<file path="src/design/wiper_pkg.sv">
// Package with constants and carrier types for the wiper control block.
package wiper_pkg;
   // Operation codes presented by the command decoder.
   localparam logic [3:0] OP_NOP       = 4'h0;
   localparam logic [3:0] OP_WRITE     = 4'h1;
   localparam logic [3:0] OP_INC       = 4'h4;
   localparam logic [3:0] OP_DEC       = 4'h5;
   localparam logic [3:0] OP_UP6DB     = 4'h6;
   localparam logic [3:0] OP_DOWN6DB   = 4'h7;
   localparam logic [3:0] OP_COPY_IN   = 4'h8;
   localparam logic [3:0] OP_NV_STORE  = 4'h9;
   localparam logic [3:0] OP_NV_LOAD   = 4'hA;
   localparam logic [3:0] OP_NV_WRITE  = 4'hB;
   localparam logic [3:0] OP_TOP       = 4'hC;
   localparam logic [3:0] OP_BOTTOM    = 4'hD;
   localparam logic [3:0] OP_SWRESET   = 4'hE;
   localparam logic [3:0] OP_SHUTDOWN  = 4'hF;
   localparam logic [3:0] OP_CTRL      = 4'h3;
   // Control register field positions.
   localparam int CTRL_WIPER_PROT_BIT = 1;
   localparam int CTRL_NV_PROT_BIT    = 0;
   localparam int CTRL_LINEAR_BIT     = 2;
   localparam logic [3:0] CTRL_RESET  = 4'h0;
   // Reset reload timing.
   localparam int RELOAD_TIME_NS = 30000;
   localparam int CLK_PERIOD_NS  = 25;
   localparam int RELOAD_CYCLES  = RELOAD_TIME_NS / CLK_PERIOD_NS;
   // Path selection codes for each resistor string.
   typedef enum logic [1:0] {
      PATH_WIPER  = 2'h0,
      PATH_FULL   = 2'h1,
      PATH_TOP    = 2'h2,
      PATH_BOTTOM = 2'h3
   } path_sel_type;
   // Decoded command from the serial decoder.
   typedef struct packed {
      logic       valid;
      logic [3:0] op;
      logic       all_ch;
      logic       string_sel;
      logic       chan;
      logic [7:0] data;
   } cmd_type;
   // Switch state for one channel.
   typedef struct packed {
      path_sel_type aw_sel;
      logic         aw_open;
      path_sel_type wb_sel;
      logic         wb_open;
   } switch_type;
   // Sequencer states.
   typedef enum logic [1:0] {
      ST_IDLE   = 2'b00,
      ST_RELOAD = 2'b01,
      ST_DONE   = 2'b11
   } seq_type;
endpackage

</file>
<file path="src/design/wiper_advanced_control.sv">
// Wiper setting register control for a two-channel digital potentiometer.
//
// Function
// RQ1: Top or bottom scale keeps the wiper setting.
// RQ2: Leave scale positions on exit, load, shutdown.
// RQ3: Top scale selects the documented path resistances.
// RQ4: Bottom scale selects the documented path resistances.
// RQ5: Linear increment and decrement move one position.
// RQ6: Steps apply to one or all channels.
// RQ7: Commands raise or lower by one 6 dB.
// RQ8: Left shift doubles, zero to one, saturate.
// RQ9: Right shift halves with zero fill.
// RQ10: Reset by software command or reset pin.
// RQ11: Reset reloads wipers from nonvolatile copy.
// RQ12: Power-up loads wipers from nonvolatile memory.
// RQ13: Shutdown command with bit one enters shutdown.
// RQ14: Shutdown command with bit zero exits shutdown.
// RQ15: Shutdown leaves the wiper setting unchanged.
// RQ16: Commands still execute while in shutdown.
// RQ17: Shutdown opens paths per string select bit; the code follows the bit in linear mode only.
// RQ18: Two control bits protect wiper and memory.
// RQ19: Protected wipers accept only nonvolatile copy.
// RQ20: Linear gain when pin or control bit set.
// RQ21: Linear steps saturate at the ends.
// RQ22: Width parameter covers the 128-position variant.
`timescale 1ns/1ps
`default_nettype none
module wiper_advanced_control #(
   parameter int WIDTH         = 8,
   parameter int RELOAD_CYCLES = wiper_pkg::RELOAD_CYCLES
) (
   // Clock, reset and enable.
   input  wire logic                   mclk_i,
   input  wire logic                   rst_n_i,
   input  wire logic                   clk_en_i,
   // Pins from outside the clock domain.
   input  wire logic                   reset_pin_n_i,
   input  wire logic                   independent_mode_pin_i,
   // Decoded command from the serial decoder.
   input  wire wiper_pkg::cmd_type     cmd_i,
   // Nonvolatile copies, one per channel.
   input  wire logic [2*WIDTH-1:0]     nv_value_i,
   // Register port.
   input  wire logic [1:0]             addr_i,
   input  wire logic [7:0]             wdata_i,
   input  wire logic                   wr_i,
   input  wire logic                   rd_i,
   output logic [7:0]                  rdata_o,
   // Wiper state, switches, memory write port and busy flag.
   output logic [2*WIDTH-1:0]          wiper_setting_register_o,
   output wiper_pkg::switch_type [1:0] switch_o,
   output logic                        nv_write_o,
   output logic [WIDTH-1:0]            nv_wdata_o,
   output logic                        nv_chan_o,
   output logic                        busy_o
);

   ////////////////////////////////////////////////////////////////////////////////
   // State.

   localparam logic [WIDTH-1:0] FULL = {WIDTH{1'b1}};  // Full scale, see RQ22.
   localparam logic [WIDTH-1:0] ONE  = {{(WIDTH-1){1'b0}}, 1'b1};
   localparam logic [1:0] ADDR_CTRL  = 2'h0;
   localparam logic [1:0] ADDR_WIPE0 = 2'h1;
   localparam logic [1:0] ADDR_WIPE1 = 2'h2;
   localparam logic [1:0] ADDR_STAT  = 2'h3;

   // Whole module state as one packed struct.
   typedef struct packed {
      logic [1:0][WIDTH-1:0] wiper;   // Wiper setting registers.
      logic [1:0]            top;     // Top scale active.
      logic [1:0]            bot;     // Bottom scale active.
      logic [1:0]            sd;      // Shutdown active.
      logic [1:0]            sd_str;  // String select latched with shutdown.
      logic [3:0]            ctrl;    // Control register.
      wiper_pkg::seq_type    seq;     // Reload sequencer.
      logic [15:0]           cnt;     // Reload timer.
      logic [1:0]            rp_sync; // Reset pin synchroniser.
      logic [1:0]            ip_sync; // Mode pin synchroniser.
      logic [7:0]            rdata;   // Read data.
      logic                  nv_wr;   // Memory write strobe.
      logic [WIDTH-1:0]      nv_dat;  // Memory write data.
      logic                  nv_ch;   // Memory write channel.
   } state_type;

   state_type s_q;
   state_type s_d;

   ////////////////////////////////////////////////////////////////////////////////
   // Arithmetic helpers.

   // Doubles a setting; zero goes to one and overflow saturates.
   function automatic logic [WIDTH-1:0] up6(input logic [WIDTH-1:0] v);
      if (v == '0) begin
         up6 = ONE;                                  // see RQ8
      end else if (v[WIDTH-1]) begin
         up6 = FULL;                                 // see RQ8
      end else begin
         up6 = {v[WIDTH-2:0], 1'b0};                 // see RQ8
      end
   endfunction

   // Halves a setting with zero fill.
   function automatic logic [WIDTH-1:0] down6(input logic [WIDTH-1:0] v);
      down6 = {1'b0, v[WIDTH-1:1]};                  // see RQ9
   endfunction

   // Tells whether a command addresses a channel.
   function automatic logic hits(input wiper_pkg::cmd_type c, input int ch);
      hits = c.all_ch || (c.chan == ch[0]);          // see RQ6
   endfunction

   ////////////////////////////////////////////////////////////////////////////////
   // Next state. The reload window blocks new commands so a reset is not torn.

   logic rp_low;
   logic linear;
   logic reload_start;

   assign rp_low = ~s_q.rp_sync[1];
   assign linear = s_q.ip_sync[1] | s_q.ctrl[wiper_pkg::CTRL_LINEAR_BIT];  // see RQ20

   always_comb begin
      s_d          = s_q;
      reload_start = 1'b0;
      s_d.nv_wr    = 1'b0;
      s_d.rp_sync  = {s_q.rp_sync[0], reset_pin_n_i};
      s_d.ip_sync  = {s_q.ip_sync[0], independent_mode_pin_i};
      s_d.rdata    = 8'h00;
      // Register port reads.
      if (rd_i) begin
         case (addr_i)
            ADDR_CTRL:  s_d.rdata = {4'h0, s_q.ctrl};
            ADDR_WIPE0: s_d.rdata = 8'(s_q.wiper[0]);
            ADDR_WIPE1: s_d.rdata = 8'(s_q.wiper[1]);
            ADDR_STAT:  s_d.rdata = {1'b0, s_q.seq == wiper_pkg::ST_RELOAD, s_q.sd,
                                     s_q.bot, s_q.top};
            default:    s_d.rdata = 8'h00;
         endcase
      end
      // Register port write of the control register.
      if (wr_i && addr_i == ADDR_CTRL) begin
         s_d.ctrl = wdata_i[3:0];                    // see RQ18
      end
      if (rp_low) begin
         reload_start = 1'b1;                        // see RQ10
      end
      if (cmd_i.valid && s_q.seq != wiper_pkg::ST_RELOAD) begin
         // Commands run regardless of shutdown.
         for (int ch = 0; ch < 2; ch++) begin        // see RQ16
            if (hits(cmd_i, ch)) begin
               logic load;
               logic [WIDTH-1:0] nv;
               load = 1'b0;
               nv   = nv_value_i[ch*WIDTH +: WIDTH];
               case (cmd_i.op)
                  wiper_pkg::OP_WRITE: begin
                     if (!s_q.ctrl[wiper_pkg::CTRL_WIPER_PROT_BIT]) begin  // see RQ19
                        s_d.wiper[ch] = cmd_i.data[WIDTH-1:0];
                        load = 1'b1;
                     end
                  end
                  wiper_pkg::OP_INC: begin
                     if (!s_q.ctrl[wiper_pkg::CTRL_WIPER_PROT_BIT]) begin  // see RQ19
                        if (s_q.wiper[ch] != FULL) begin                   // see RQ21
                           s_d.wiper[ch] = s_q.wiper[ch] + ONE;            // see RQ5
                        end
                        load = 1'b1;
                     end
                  end
                  wiper_pkg::OP_DEC: begin
                     if (!s_q.ctrl[wiper_pkg::CTRL_WIPER_PROT_BIT]) begin  // see RQ19
                        if (s_q.wiper[ch] != '0) begin                     // see RQ21
                           s_d.wiper[ch] = s_q.wiper[ch] - ONE;            // see RQ5
                        end
                        load = 1'b1;
                     end
                  end
                  wiper_pkg::OP_UP6DB: begin
                     if (!s_q.ctrl[wiper_pkg::CTRL_WIPER_PROT_BIT]) begin  // see RQ19
                        s_d.wiper[ch] = up6(s_q.wiper[ch]);                // see RQ7
                        load = 1'b1;
                     end
                  end
                  wiper_pkg::OP_DOWN6DB: begin
                     if (!s_q.ctrl[wiper_pkg::CTRL_WIPER_PROT_BIT]) begin  // see RQ19
                        s_d.wiper[ch] = down6(s_q.wiper[ch]);              // see RQ7
                        load = 1'b1;
                     end
                  end
                  wiper_pkg::OP_NV_LOAD: begin
                     s_d.wiper[ch] = nv;                                   // see RQ19
                     load = 1'b1;
                  end
                  wiper_pkg::OP_NV_STORE: begin
                     if (!s_q.ctrl[wiper_pkg::CTRL_NV_PROT_BIT]) begin     // see RQ18
                        s_d.nv_wr  = 1'b1;
                        s_d.nv_dat = s_q.wiper[ch];
                        s_d.nv_ch  = ch[0];
                     end
                  end
                  wiper_pkg::OP_NV_WRITE: begin
                     if (!s_q.ctrl[wiper_pkg::CTRL_NV_PROT_BIT]) begin     // see RQ18
                        s_d.nv_wr  = 1'b1;
                        s_d.nv_dat = cmd_i.data[WIDTH-1:0];
                        s_d.nv_ch  = ch[0];
                     end
                  end
                  wiper_pkg::OP_TOP: begin
                     // Only the switches change, see RQ1.
                     s_d.top[ch] = cmd_i.data[0];
                     if (cmd_i.data[0]) begin
                        s_d.bot[ch] = 1'b0;
                     end
                  end
                  wiper_pkg::OP_BOTTOM: begin
                     s_d.bot[ch] = cmd_i.data[0];    // see RQ1
                     if (cmd_i.data[0]) begin
                        s_d.top[ch] = 1'b0;
                     end
                  end
                  wiper_pkg::OP_SHUTDOWN: begin
                     s_d.sd[ch]     = cmd_i.data[0]; // see RQ13, RQ14
                     s_d.sd_str[ch] = cmd_i.string_sel;
                     s_d.top[ch]    = 1'b0;          // see RQ2
                     s_d.bot[ch]    = 1'b0;          // see RQ2
                  end
                  default: begin
                  end
               endcase
               if (load) begin
                  s_d.top[ch] = 1'b0;                // see RQ2
                  s_d.bot[ch] = 1'b0;                // see RQ2
               end
            end
         end
         if (cmd_i.op == wiper_pkg::OP_SWRESET) begin
            reload_start = 1'b1;                     // see RQ10
         end
      end
      // Reload sequencer: reload at start, hold busy for the reload time.
      case (s_q.seq)
         wiper_pkg::ST_IDLE, wiper_pkg::ST_DONE: begin
            if (reload_start) begin
               s_d.seq = wiper_pkg::ST_RELOAD;
               s_d.cnt = 16'(RELOAD_CYCLES - 1);
               for (int ch = 0; ch < 2; ch++) begin
                  s_d.wiper[ch] = nv_value_i[ch*WIDTH +: WIDTH];  // see RQ11
                  s_d.top[ch]   = 1'b0;
                  s_d.bot[ch]   = 1'b0;
                  s_d.sd[ch]    = 1'b0;
               end
            end
         end
         wiper_pkg::ST_RELOAD: begin
            if (s_q.cnt == 16'h0000) begin
               s_d.seq = wiper_pkg::ST_DONE;
            end else begin
               s_d.cnt = s_q.cnt - 16'h0001;
            end
         end
         default: s_d.seq = wiper_pkg::ST_IDLE;
      endcase
   end

   ////////////////////////////////////////////////////////////////////////////////
   // Register stage. Reset enters the reload state so power-up loads from memory.

   always_ff @(posedge mclk_i) begin
      if (!rst_n_i) begin
         s_q         <= '0;
         s_q.seq     <= wiper_pkg::ST_RELOAD;        // see RQ12
         s_q.cnt     <= 16'(RELOAD_CYCLES - 1);
         s_q.rp_sync <= 2'b11;
      end else if (clk_en_i) begin
         s_q <= s_d;
         if (s_q.seq == wiper_pkg::ST_RELOAD && s_q.cnt == 16'(RELOAD_CYCLES - 1)) begin
            s_q.wiper <= nv_value_i;                 // see RQ12
         end
      end
   end

   ////////////////////////////////////////////////////////////////////////////////
   // Switch decode. Scale and shutdown only override selection, never the setting.

   always_comb begin
      for (int ch = 0; ch < 2; ch++) begin
         switch_o[ch] = '{wiper_pkg::PATH_WIPER, 1'b0, wiper_pkg::PATH_WIPER, 1'b0};
         if (s_q.sd[ch]) begin                       // see RQ17
            if (linear) begin
               if (s_q.sd_str[ch]) begin
                  switch_o[ch].aw_open = 1'b1;
               end else begin
                  switch_o[ch].wb_open = 1'b1;
               end
            end else begin
               switch_o[ch].aw_open = 1'b1;
               switch_o[ch].wb_sel  = wiper_pkg::PATH_BOTTOM;
            end
         end else if (s_q.top[ch]) begin             // see RQ3
            switch_o[ch].aw_sel = linear ? wiper_pkg::PATH_FULL : wiper_pkg::PATH_TOP;
            switch_o[ch].wb_sel = wiper_pkg::PATH_FULL;
         end else if (s_q.bot[ch]) begin             // see RQ4
            switch_o[ch].aw_sel = linear ? wiper_pkg::PATH_TOP : wiper_pkg::PATH_FULL;
            switch_o[ch].wb_sel = wiper_pkg::PATH_BOTTOM;
         end
      end
   end

   assign wiper_setting_register_o = s_q.wiper;
   assign rdata_o    = s_q.rdata;
   assign nv_write_o = s_q.nv_wr;
   assign nv_wdata_o = s_q.nv_dat;
   assign nv_chan_o  = s_q.nv_ch;
   assign busy_o     = (s_q.seq == wiper_pkg::ST_RELOAD);
endmodule
`default_nettype wire

</file>
<file path="config.mk">
export PLATFORM = sky130hd
export DESIGN_NAME = wiper_advanced_control
export DESIGN_NICKNAME = d
export VERILOG_FILES = /design/src/design/wiper_pkg.sv /design/src/design/wiper_advanced_control.sv
export SDC_FILE = /design/constraint.sdc
export NUM_CORES = 1
export LEC_CHECK = 0
export BUFFER_PORTS_ARGS = -buffer_cell sky130_fd_sc_hd__clkbuf_2
export CAP_MARGIN = 5
export CELL_PAD_IN_SITES_DETAIL_PLACEMENT = 0
export CELL_PAD_IN_SITES_GLOBAL_PLACEMENT = 1
export CORE_ASPECT_RATIO = 1.4
export CORE_MARGIN = 1.5
export CORE_UTILIZATION = 43
export DETAILED_ROUTE_END_ITERATION = 8
export GPL_TIMING_DRIVEN = 0
export PLACE_DENSITY_LB_ADDON = 0.15
export SKIP_LAST_GASP = 1
export SYNTH_ARGS = -nofsm -noshare
export SYNTH_HDL_FRONTEND = slang
export SYNTH_SLANG_ARGS = --single-unit
</file>
<file path="constraint.sdc">
create_clock -name mclk_i -period 2.45 [get_ports mclk_i]
set_input_delay 0 -clock mclk_i [delete_from_list [all_inputs] [get_ports mclk_i]]
set_output_delay 0 -clock mclk_i [all_outputs]
set_load 0.02 [all_outputs]
</file>
==> flow_summary_export.csv <==
group,metric,value,unit
logic_synthesis,avgSynthCellArea,7.57,µm²
worst_setup_path,cp.arrival,2760,ps
place,io_buffer_count,88,
worst_setup_path,path_delay_family,"compound AO/OA/AOI/OAI gates",
worst_setup_path,worstPathRequired,2660,ps
logic_synthesis,synthSimpleGateAreaFrac,0.264,
die,initial_core_util,0.443,
logic_synthesis,ys_ff_latch,68,
timing,tns,-106,ps
flow_run,max_cap_viol_count,0,
worst_setup_path,crit_path_max_incr_delay,620,ps
die,die_w,104,µm
status,violations,"setup timing",
worst_setup_path,crit_buf_inv,2,
power,leakagePower,2.94,nW
die,die_h,145,µm
route,maxUsedRoutingLayer,"met4",
layout,register_area,0.00137,mm²
die,row_count,51,
logic_synthesis,synth_nets,877,
die,fp.coreArea,0.0140,mm²
clock_network,clockRootBuffer,"clkbuf_16",
layout,layout.nets,995,
worst_setup_path,r2r_setup_slack,-110,ps
logic_synthesis,synth_compound_area_frac,0.331,
clock_network,path_clk_slew,70,ps
route,wl,26500,µm
route,wl_met1,10100,µm
worst_setup_path,worstReg2RegStart,"s_q[41]",
route,dr.first_iter.drc_count,692,
place,place_congestion,0.989,
route,vias,7264,
global_route,grt_pass1_wl,39700,µm
logic_synthesis,muxShareOfSynthArea,0.0380,
place,dp_hpwl,19800,µm
global_route,grt_pass1_vias,7033,
logic_synthesis,ys_warn_count,0,
worst_setup_path,criticalPathCategory,"register to register",
timing,max_freq,391,MHz
power,ir_drop,0.311,mV
layout,multi_input_area,0.00432,mm²
global_route,antenna_found_initial,0,
logic_synthesis,synth_top_family_by_area,"compound AO/OA/AOI/OAI gates",
timing,slew_headroom,0.470,
route,routedWlPerCell,23.5,µm
timing,hold_violations,0,
layout,syn_to_final_growth,20.8,%
power,power_density,495,mW/mm²
logic_synthesis,dominantRegCellSynth,"dfxtp_1",
clock_network,cts_tree,"done",
route,drc_errors,0,
timing,timing.final.crit_share,1.04,
global_route,overflow,0,
clock_network,clockBufferDepth,2,
global_route,grt_max_degree,14,
route,dr_wl_met2,13200,µm
clock_network,cts_buffers,9,
worst_hold_path,hold_class,"primary input to register",
route,ant_nets,0,
clock_network,clock_latency,350,ps
logic_synthesis,async_flop_share,0,
timing,fin_skew,15.0,ps
worst_setup_path,worstPathMaxFanout,10,
timing,setup_violations,1,
worst_hold_path,min_from,"nv_value_i[7]",
worst_setup_path,startpoint,"s_q[41]",
die,die-area,0.0151,mm²
worst_setup_path,end_kind,"register",
logic_synthesis,ys_types,99,
die,ios,96,
timing,period_minus_slack,2560,ps
layout,drive_gt1_frac,0.258,
route,via_per_inst,6.45,
status,status,"complete, but fails checks",
power,p_total,0.00371,W
global_route,grtUsageTotal,0.338,
route,dr_wl_met3,1770,µm
timing,timing.final.ws_setup,-106,ps
logic_synthesis,netlist_instances,819,
layout,fin_util,0.536,
worst_setup_path,slowest_stage,"o21ai_0",
clock_network,h-tree-depth,3,
route,first_pass_iters,6,
logic_synthesis,synth_edf_count,0,
layout,n_fill_cell,1375,
layout,diodes,0,
logic_synthesis,synth-seq-area-share,0.220,
logic_synthesis,yosys.area_share.xor_xnor,0.0283,
place,post_dp_cell_area,0.00687,mm²
worst_setup_path,worstSetupStartpointType,"register",
layout,postLayoutCellArea,0.00749,mm²
clock_network,cts_sinks,68,
logic_synthesis,synth_area,0.00620,mm²
timing,maxSlewViolCount,0,
worst_setup_path,path_cells,"buf_2, clkbuf_2, o21ai_0, o2111ai_1, a211oi_1, o31ai_1",
logic_synthesis,yosys.area_share.adder,0.0182,
timing,tightest_slew,795,ps
[routing by layer]
layer  GRT usage  vias to the layer above
met4       0.192                        0
met3      0.0521                      102
met1       0.382                     3476
met5           0                        -
met2       0.598                      395
li1            -                     3291
[path summary, 6_finish.rpt]
path	endpoint	cells past startpoint
max reg2reg	wiper_setting_register_o[14]	6
max	wiper_setting_register_o[14]	6
min	wiper_setting_register_o[7]	3
min reg2reg	rdata_o[1]	2
[placed cells by master, fill, tap and decap left out, types with 11 or more instances in the layout]
master / Yosys / layout
clkbuf_2: 0 / 92
nor2_1: 71 / 71
a21oi_1: 69 / 69
dfxtp_1: 68 / 65
nand2_1: 63 / 60
o21ai_0: 56 / 56
buf_4: 37 / 45
nand3_1: 28 / 28
clkbuf_1: 31 / 24
a22oi_1: 23 / 23
buf_2: 23 / 22
nor3_1: 15 / 14
inv_1: 15 / 13
nand4_1: 13 / 13
xor2_1: 13 / 13
dlygate4sd3_1: 0 / 12
and2_1: 12 / 11
o221ai_1: 11 / 11
[stage by stage]
stage | hold WS (ps) | cells | setup slack [ps]
6_report | 4.69 | 1126 | -106
5_1_grt | 23.4 | 1126 | -5.99
4_1_cts | 8.53 | 1123 | 6.60
3_5_place_dp | 224 | 1092 | -331
3_3_place_gp | 228 | 1092 | -359
2_1_floorplan | 128 | 819 | 193
[synth_stat cells, types with 10 or more instances]
cell | n | area share
dfxtp_1 | 68 | 0.22
o221ai_1 | 11 | 0.016
inv_1 | 15 | 0.0091
nand2_1 | 63 | 0.038
and2_1 | 12 | 0.012
buf_4 | 37 | 0.045
nor2_1 | 71 | 0.043
a31oi_1 | 10 | 0.010
nand3_1 | 28 | 0.023
nor3_1 | 15 | 0.012
o21ai_0 | 56 | 0.045
buf_2 | 23 | 0.019
a22oi_1 | 23 | 0.028
a21oi_1 | 69 | 0.056
xor2_1 | 13 | 0.018
clkbuf_1 | 31 | 0.019
nand4_1 | 13 | 0.013
a221oi_1 | 11 | 0.016
mux2i_1 | 10 | 0.016
[state kept, by name, summed over array words and instances (netlist names)]
register and flops:
s_q 32, wiper_setting_register_o 16, nv_wdata_o 8, rdata_o 8, s_d 2, nv_chan_o 1
nv_write_o 1
[cell families after synthesis]
family | count (synthesis)
flops | 68
buf+inv | 117
xor+xnor | 20
simple gates | 293
compound gates | 294
mux | 18
fa+ha+maj | 9
[worst register-to-register path: cells and delay by family, from the launching register on]
| family | cells | cell delay [ps] |
|---|---|---|
| flip-flops | 1 | 420 |
| AO/OA/AOI/OAI | 4 | 1440 |
| buffers and inverters | 2 | 560 |
[repair_timing]
| action | 4_1_cts | 5_1_grt |
|---|---|---|
| hold buffers | 12 | 0 |
| resized for setup | 19 | 25 |
| setup endpoints to repair | 13 | 16 |
| setup buffers | 5 | 3 |
| hold endpoints to repair | 15 | 0 |
| pin swaps | 4 | 5 |
[power by group]
part	switching (W)	internal (W)	total [W]	leakage [nW]
sequential	0.0000631	0.00115	0.00121	0.554
clock	0.000576	0.000786	0.00136	0.142
combinational	0.000721	0.000411	0.00113	2.24
[layout make-up]
cell class              instances  area share
multi-input cells             634       0.577
flip-flops and latches         68       0.183
repair buffers                108      0.0829
plain buffers                 100      0.0794
well taps                     185      0.0309
clock buffers                   9      0.0301
clock inverters                 6     0.00869
inverters                      16     0.00802
(Power assumes the default switching activity.)
